==> config.mk <==
export PLATFORM = sky130hd
export DESIGN_NAME = udvsc_stepped_gain_control
export DESIGN_NICKNAME = d
export VERILOG_FILES = /design/src/include/udvsc_pkg.sv /design/src/core/udvsc_stepped_gain_control.sv /design/src/core/udvsc_tick_div.sv
export SDC_FILE = /design/constraint.sdc
export NUM_CORES = 1
export LEC_CHECK = 0
export BUFFER_PORTS_ARGS = -buffer_cell sky130_fd_sc_hd__buf_2
export CAP_MARGIN = 15
export CELL_PAD_IN_SITES_DETAIL_PLACEMENT = 0
export CELL_PAD_IN_SITES_GLOBAL_PLACEMENT = 1
export CORE_AREA = 2 2 91 93
export DETAILED_ROUTE_END_ITERATION = 10
export DIE_AREA = 0 0 93 95
export GPL_ROUTABILITY_DRIVEN = 0
export PLACE_DENSITY_LB_ADDON = 0.05
export SLEW_MARGIN = 10
export SYNTH_ARGS = -nofsm -noshare
export SYNTH_HDL_FRONTEND = slang
export SYNTH_SLANG_ARGS = --single-unit
==> constraint.sdc <==
create_clock -name clk -period 3.4 [get_ports clk]
set_input_delay 0.68 -clock clk [delete_from_list [all_inputs] [get_ports clk]]
set_output_delay 0.68 -clock clk [all_outputs]
set_load 0.01 [all_outputs]
==> src/include/udvsc_pkg.sv <==
// Constants and carriers for the stepped gain control block.
// Assumes a single 250 MHz core clock and pins synchronised in the core.
package udvsc_pkg;
  // Core clock and base oscillator
  localparam int CLK_HZ = 250000000;
  localparam int BASE_OSC_HZ = 200000;
  // Core cycles per base oscillator cycle
  localparam int OSC_DIV = CLK_HZ / BASE_OSC_HZ;
  localparam int TICK_SHIFT = 13;
  localparam int OSC_PER_TICK = 2 ** TICK_SHIFT;
  // Delays in half ticks: 3.5, 9.5 and 2 ticks
  localparam logic [7:0] FIRST_HALVES = 8'h07;
  localparam logic [7:0] SECOND_HALVES = 8'h13;
  localparam logic [7:0] REPEAT_HALVES = 8'h04;
  // Gain index, positions 1 to 64
  localparam logic [6:0] GAIN_MIN = 7'h01;
  localparam logic [6:0] GAIN_MAX = 7'h40;
  localparam logic [6:0] GAIN_DEFAULT = 7'h0D;

  typedef enum logic [1:0] {
    UDVSC_IDLE,
    UDVSC_FIRST,
    UDVSC_SECOND,
    UDVSC_REPEAT
  } udvsc_phase_type;

  typedef struct packed {
    logic up_n;
    logic volume_down_n;
    logic mute_n;
    logic power_off_n;
    logic reset_n;
  } udvsc_pins_type;
  // Pin levels at rest: volume pins high, mute high, power-off low
  localparam udvsc_pins_type PINS_IDLE = 5'h1D;
endpackage

==> src/core/udvsc_stepped_gain_control.sv <==
// Stepped gain control: 64-position gain index driven by push pins.
// Assumes asynchronous pins; each passes two flip-flops before use.
// Operation
// - Step tick is the base oscillator divided by 2 to the 13th.
// - Base oscillator nominally 200 kHz, tick about 24 Hz.
// - After 3.5 ticks held low, gain index moves one step.
// - A low pulse released before 3.5 ticks gives no step.
// - Held low, second step comes 9.5 ticks after the first.
// - Held further, each next step comes every 2 ticks.
// - Gain index has 64 positions, 1 to 64.
// - Each position selects a fixed gain from -75.0 to 23.8 dB.
// - Power-on or reset pin low loads position 13 (2.6 dB).
// - The reset pin is active low.
// - Both volume pins high: no change, partial timing discarded.
// - Mute low disables outputs, high enables them.
// - Mute switches outputs at once, no ramp.
// - Leaving mute keeps the gain index held before mute.
// - An undriven mute pin reads high.
// - Power-off low turns amp and outputs off, gain steps go on; undriven power-off reads low.
`timescale 1ns/10ps
module udvsc_stepped_gain_control #(
  parameter int OSC_DIV = udvsc_pkg::OSC_DIV,
  parameter int OSC_PER_TICK = udvsc_pkg::OSC_PER_TICK
) (
  // Clock and reset
  input wire logic clk,
  input wire logic rst,
  // Pins, asynchronous, sampled through two flip-flops
  input wire udvsc_pkg::udvsc_pins_type pins,
  // Gain and output control
  output logic [6:0] gain_index,
  output logic outputs_enable,
  output logic amp_enable,
  output logic step_pulse
);
  typedef struct packed {
    udvsc_pkg::udvsc_pins_type sync1;
    udvsc_pkg::udvsc_pins_type sync2;
    udvsc_pkg::udvsc_phase_type phase;
    logic dir_up;
    logic [7:0] halves;
    logic [6:0] gain;
    logic out_en;
    logic amp_en;
    logic step;
  } udvsc_state_type;

  udvsc_state_type state_reg;
  udvsc_state_type state_next;
  logic half_tick;
  logic one_low;
  logic up_req;
  logic clear_div;
  logic turn_dir;

  // pin pulls are modelled by the pad: the testbench drives
  // mute high and power-off low when the pins float.
  assign up_req = ~state_reg.sync2.up_n;
  assign one_low = state_reg.sync2.up_n ^ state_reg.sync2.volume_down_n;
  // A turn of direction restarts the divider, so the new pin waits in full
  assign turn_dir = state_reg.phase != udvsc_pkg::UDVSC_IDLE &&
      state_reg.dir_up != up_req;
  assign clear_div = ~one_low | turn_dir;

  udvsc_tick_div #(
    .OSC_DIV(OSC_DIV),
    .OSC_PER_TICK(OSC_PER_TICK)
  ) u_div (
    .clk(clk),
    .rst(rst),
    .clear(clear_div),
    .half_tick(half_tick)
  );

  always_comb begin
    state_next = state_reg;
    state_next.sync1 = pins;
    state_next.sync2 = state_reg.sync1;
    state_next.step = 1'b0;
    state_next.out_en = state_reg.sync2.mute_n;
    state_next.amp_en = state_reg.sync2.power_off_n;
    if (!state_reg.sync2.reset_n) begin
      state_next.gain = udvsc_pkg::GAIN_DEFAULT;
      state_next.phase = udvsc_pkg::UDVSC_IDLE;
      state_next.halves = '0;
    end else if (!one_low) begin
      state_next.phase = udvsc_pkg::UDVSC_IDLE;
      state_next.halves = '0;
    end else begin
      if (state_reg.phase == udvsc_pkg::UDVSC_IDLE ||
          state_reg.dir_up != up_req) begin
        state_next.phase = udvsc_pkg::UDVSC_FIRST;
        state_next.dir_up = up_req;
        state_next.halves = '0;
      end else if (half_tick) begin
        state_next.halves = state_reg.halves + 8'h01;
        case (state_reg.phase)
          udvsc_pkg::UDVSC_FIRST: begin
            if (state_next.halves == udvsc_pkg::FIRST_HALVES) begin
              state_next.step = 1'b1;
              state_next.phase = udvsc_pkg::UDVSC_SECOND;
              state_next.halves = '0;
            end
          end
          udvsc_pkg::UDVSC_SECOND: begin
            if (state_next.halves == udvsc_pkg::SECOND_HALVES) begin
              state_next.step = 1'b1;
              state_next.phase = udvsc_pkg::UDVSC_REPEAT;
              state_next.halves = '0;
            end
          end
          udvsc_pkg::UDVSC_REPEAT: begin
            if (state_next.halves == udvsc_pkg::REPEAT_HALVES) begin
              state_next.step = 1'b1;
              state_next.halves = '0;
            end
          end
          default: begin
            state_next.phase = udvsc_pkg::UDVSC_IDLE;
          end
        endcase
      end
      if (state_next.step) begin
        if (up_req && state_reg.gain != udvsc_pkg::GAIN_MAX) begin
          state_next.gain = state_reg.gain + 7'h01;
        end else if (!up_req && state_reg.gain != udvsc_pkg::GAIN_MIN) begin
          state_next.gain = state_reg.gain - 7'h01;
        end
      end
    end
  end

  always_ff @(posedge clk or posedge rst) begin
    if (rst) begin
      state_reg.sync1 <= udvsc_pkg::PINS_IDLE;
      state_reg.sync2 <= udvsc_pkg::PINS_IDLE;
      state_reg.phase <= udvsc_pkg::UDVSC_IDLE;
      state_reg.dir_up <= 1'b0;
      state_reg.halves <= 8'h00;
      state_reg.gain <= udvsc_pkg::GAIN_DEFAULT;
      state_reg.out_en <= 1'b0;
      state_reg.amp_en <= 1'b0;
      state_reg.step <= 1'b0;
    end else begin
      state_reg <= state_next;
    end
  end

  assign gain_index = state_reg.gain;
  assign outputs_enable = state_reg.out_en & state_reg.amp_en;
  assign amp_enable = state_reg.amp_en;
  assign step_pulse = state_reg.step;

  a_gain_range: assert property (@(posedge clk) disable iff (rst)
    gain_index >= 7'h01 && gain_index <= 7'h40)
    else $error("gain index out of range");
  a_reset_default: assert property (@(posedge clk) disable iff (rst)
    !state_reg.sync2.reset_n |=> gain_index == 7'h0D)
    else $error("reset did not load default gain");
  a_idle_hold: assert property (@(posedge clk) disable iff (rst)
    !one_low && state_reg.sync2.reset_n |=> $stable(gain_index))
    else $error("gain moved with no single pin low");
  a_both_low: assert property (@(posedge clk) disable iff (rst)
    !state_reg.sync2.up_n && !state_reg.sync2.volume_down_n
    |=> !step_pulse)
    else $error("step with both pins low");
  a_step_one: assert property (@(posedge clk) disable iff (rst)
    step_pulse && state_reg.sync2.reset_n && gain_index != 7'h01
    && gain_index != 7'h40 |-> gain_index != $past(gain_index))
    else $error("step did not move gain");
  a_sat_top: assert property (@(posedge clk) disable iff (rst)
    $past(gain_index) == 7'h40 && step_pulse && state_reg.dir_up
    |-> gain_index == 7'h40)
    else $error("gain passed the top");
  a_mute_fast: assert property (@(posedge clk) disable iff (rst)
    !state_reg.sync2.mute_n |=> !outputs_enable)
    else $error("mute did not disable outputs");
  a_mute_gain: assert property (@(posedge clk) disable iff (rst)
    $fell(state_reg.sync2.mute_n) && one_low == 1'b0
    |=> $stable(gain_index))
    else $error("mute changed gain");
  a_power_off: assert property (@(posedge clk) disable iff (rst)
    !state_reg.sync2.power_off_n |=> !amp_enable)
    else $error("power off ignored");

  // Step direction, width, cause and output gating
  a_sat_bottom: assert property (@(posedge clk) disable iff (rst)
    $past(gain_index) == 7'h01 && step_pulse && !state_reg.dir_up
    |-> gain_index == 7'h01)
    else $error("gain passed the bottom");
  a_step_up: assert property (@(posedge clk) disable iff (rst)
    step_pulse && state_reg.dir_up && $past(gain_index) != 7'h40
    |-> gain_index == $past(gain_index) + 7'h01)
    else $error("up step did not add one");
  a_step_down: assert property (@(posedge clk) disable iff (rst)
    step_pulse && !state_reg.dir_up && $past(gain_index) != 7'h01
    |-> gain_index == $past(gain_index) - 7'h01)
    else $error("down step did not take one");
  a_step_width: assert property (@(posedge clk) disable iff (rst)
    step_pulse |=> !step_pulse)
    else $error("step pulse longer than one cycle");
  a_reset_hold: assert property (@(posedge clk) disable iff (rst)
    !state_reg.sync2.reset_n |=> !step_pulse)
    else $error("step while reset pin low");
  a_gain_cause: assert property (@(posedge clk) disable iff (rst)
    $changed(gain_index)
    |-> step_pulse || !$past(state_reg.sync2.reset_n))
    else $error("gain changed with no step or reset");
  a_turn_wait: assert property (@(posedge clk) disable iff (rst)
    one_low && turn_dir && state_reg.sync2.reset_n |=> !step_pulse)
    else $error("step at a turn of direction");
  a_half_gap: assert property (@(posedge clk) disable iff (rst)
    half_tick |=> !half_tick)
    else $error("half tick longer than one cycle");
  a_unmute: assert property (@(posedge clk) disable iff (rst)
    state_reg.sync2.mute_n && state_reg.sync2.power_off_n
    |=> outputs_enable)
    else $error("outputs not enabled");
  a_power_gate: assert property (@(posedge clk) disable iff (rst)
    !state_reg.sync2.power_off_n |=> !outputs_enable)
    else $error("outputs on while powered off");
  a_power_on: assert property (@(posedge clk) disable iff (rst)
    state_reg.sync2.power_off_n |=> amp_enable)
    else $error("amplifier not powered");
endmodule

==> src/core/udvsc_tick_div.sv <==
// Divider that makes the half-tick enable of the stepped gain control.
// Assumes clk at the core rate; the output is a one-cycle pulse.
`timescale 1ns/10ps
module udvsc_tick_div #(
  parameter int OSC_DIV = udvsc_pkg::OSC_DIV,
  parameter int OSC_PER_TICK = udvsc_pkg::OSC_PER_TICK
) (
  // Clock and reset
  input wire logic clk,
  input wire logic rst,
  // Control
  input wire logic clear,
  output logic half_tick
);
  localparam int HALF_CYC = OSC_DIV * (OSC_PER_TICK / 2);
  localparam int CW = $clog2(HALF_CYC + 1);

  typedef struct packed {
    logic [CW-1:0] count;
    logic pulse;
  } udvsc_div_type;

  udvsc_div_type state_reg;
  udvsc_div_type state_next;

  always_comb begin
    state_next = state_reg;
    state_next.pulse = 1'b0;
    if (clear) begin
      state_next.count = '0;
    end else if (state_reg.count == CW'(HALF_CYC - 1)) begin
      state_next.count = '0;
      state_next.pulse = 1'b1;
    end else begin
      state_next.count = state_reg.count + CW'(1);
    end
  end

  always_ff @(posedge clk or posedge rst) begin
    if (rst) begin
      state_reg <= '0;
    end else begin
      state_reg <= state_next;
    end
  end

  assign half_tick = state_reg.pulse;
endmodule

==> results.md <==
- Post-synthesis register bit count: 55
- Synth Flop Type: dfrtp_1
- Fmax: 384 MHz
- Ys Warns: 0
- Crit-path max cell delay: 620 ps
- Routed length per instance: 14.0 microns
- Rel. slew slack: 44.0%
- Pin count of the biggest net entering global routing: 29
- Vias in the first global route: 2207
- Synth Area in Compound Gates: 11.1%
- Wirelength, routed: 6020 microns
- Cell variety after synth: 48
- Grt ovf: 0
- CTS tree: done
- CTS clk-pin slew, worst paths: 110 ps
- Top cells by area, synth: dfrtp_1 36%, dfstp_2 9.5%, xor2_1 4.6%, ha_1 4.5%, nor2_1 4.3%
- Post-Syn Area: 0.00303 sq mm
- Area of the die: 0.00884 sq mm
- Share of synthesized registers carrying an async set or reset: 100%
- Antenna-violating nets left: 0
- Clk buf depth: 2
- Fin Clk Skew: 13.6 ps
- ANT cells: 0
- Final Core Density: 41.5%
- Leak Pwr: 1.37 nW
- Initial antenna violation count: 0
- Starting density of the core: 38.2%
- Min cycle time layout: 2600 ps
- First-pass GRT wire length: 10500 microns
- Number of post-CTS setup repair buffers: 0
- Die Span X: 93 microns
- Crit Path Category: register to register
- Core Area: 0.00793 sq mm
- Post-route DRC violation count: 0
- Worst-Skew Late Latency: 310 ps
- RR Startpoint: gain_index[0]$_DFFE_PP1P_
- Post-synthesis adder-cell area fraction: 4.54%
- Top delay family on crit path: simple AND/OR/NAND/NOR gates
- Largest family of logic cells by synthesized area: simple AND/OR/NAND/NOR gates
- Crit path to: gain_index[2]$_DFFE_PP1P_
- Worst-Margin Slew: 840 ps
- Setup slack, reg-to-reg: 800 ps
- Post-Synth XOR/XNOR Area: 6.94%
- CP Launch Type: register
- GR Util All Layers: 14.9%
- Synth top area share: 36.3%
- Crit. Startpoint: gain_index[0]$_DFFE_PP1P_
- DP HPWL: 4340 microns
- Share of cells above drive strength 1: 12.9%
- Via count: 2215
- Status: finished clean
- Cell taking the most area after synthesis: dfrtp_1
- # IOs: 17
- Final TNS setup: 0 ps
- Post-synth top cells: 44 x dfrtp_1, 35 x nor2_1, 28 x nand2_1, 16 x inv_1, 16 x xor2_1
- CP max stage cell: dfstp_2
- Clk sinks: 55
- Number of DRC markers in iteration 0: 105
- Vias/cell: 5.14
- WP depth: 8
- Most common cell in the netlist: dfrtp_1
- Mapped Avg Cell Area: 9.56 sq um
- Worst IR Drop VDD: 0.182 mV
- Maxcap violations: 0
- Synth Area in Simple Gates: 23.3%
- Die Span Y: 95 microns
- R2R depth: 8
- H-tree levels: 2
- I/O Buffers: 16
- P&R area growth vs syn: 8.55%
- R2R Path End: gain_index[2]$_DFFE_PP1P_
- Register area share after synthesis: 45.9%
- Mapped Nets: 335
- Max reg flops: 23
- Fin nets: 343
- Post-Synthesis Cells: 317
- CP max FO: 9
- CP Data Required Time: 3640 ps
- Cell breakdown of the critical path: inv_1, ha_1, nand2_1, o21ai_0, o21a_1, or4_1, a311oi_1, mux2_1
- Hold Crit Class: register to register
- Post-CTS sizing: 0
- Pre-antenna DRT Iters: 4
- Nature of the critical path endpoint: register
- Root buffer cell: clkbuf_8
- Arr. time, crit path: 2850 ps
- Final period utilization: 76.6%
- Std-Cell Rows: 33
- Pwr dens: 366 mW/mm^2
- Final hold violation count: 0
- Cts hold-fix bufs: 0
- Buf/Inv on CP: 1
- Slew Viols, Final: 0
- # setup viols final: 0
- RSZ-0062 raised after global routing: false
- Cts bufs inserted: 5
- Mux cell area share after synthesis: 3.10%
- Post-synth EDFFs: 0
-- through the flow --
step | power (W) | hold WS (ps) | std cells | area, sq um | setup WS [ps]
after floorplan | 0.000739 | 331 | 317 | 3030 | 978
after global placement | 0.000763 | 333 | 423 | 3170 | 841
after detailed placement | 0.000763 | 335 | 423 | 3170 | 832
after CTS | 0.00123 | 360 | 431 | 3290 | 814
after global routing | 0.00126 | 368 | 431 | 3290 | 610
final | 0.00120 | 360 | 431 | 3290 | 796
-- worst min-delay path by stage --
stage | start | endpoint | depth (start not counted)
after floorplan | state_next[1]$_DFF_PP0_ | amp_enable$_DFF_PP0_ | 0
after global placement | state_next[22]$_DFF_PP0_ | state_next[1]$_DFF_PP0_ | 0
after detailed placement | state_next[1]$_DFF_PP0_ | amp_enable$_DFF_PP0_ | 0
after CTS | state_next[1]$_DFF_PP0_ | amp_enable$_DFF_PP0_ | 0
after global routing | state_next[1]$_DFF_PP0_ | amp_enable$_DFF_PP0_ | 0
final | state_next[1]$_DFF_PP0_ | amp_enable$_DFF_PP0_ | 0
-- report_power, final --
part	internal (W)	switching, W	total (W)	leakage (nW)
combinational	0.0000220	0.0000428	0.0000648	0.589
sequential	0.000671	0.0000132	0.000684	0.717
clock	0.000224	0.000232	0.000456	0.0587
-- cells by family (layout without fill, tap and decap cells) --
family / after synthesis / count (layout)
xor gates and xnor gates: 24 / 24
muxes: 9 / 9
DFF: 55 / 55
and+or+nand+nor: 135 / 135
AOI/OAI and AO/OA: 50 / 50
buffers and inverters: 33 / 42
adders and majority gates: 11 / 11
-- layout make-up --
cell class              count  area [sq um]
repair buffers             18           108
fillers                   823          4640
clock inverters             3          47.5
well taps                 105           131
clock buffers               5          68.8
inverters                  16          60.1
multi-input cells         229          1480
flip-flops and latches     55          1390
-- per-layer routing --
metal / part of all wire (%) / track usage, % / wire length, microns
met1: 49 / 19.4 / 2970
met4: 1.2 / 4.41 / 70
met5: 0 / 0 / 0
met3: 2.2 / 2.39 / 131
met2: 47 / 25.5 / 2850
-- cell usage in the layout (no fill, tap or decap), types with 7 or more instances in the layout --
cell type,Yosys,routed
xnor2_1,8,8
buf_2,4,16
nand4_1,12,12
and3_1,7,7
a311oi_1,7,7
nand2_1,28,28
xor2_1,16,16
nor3_1,7,7
inv_1,16,15
nand2b_1,9,9
dfrtp_1,44,44
dfstp_2,11,11
ha_1,11,11
nor2_1,35,35
o21ai_0,9,9
nand3_1,11,11
a21oi_1,11,11
Note: power is estimated with default switching activity, not from simulation.
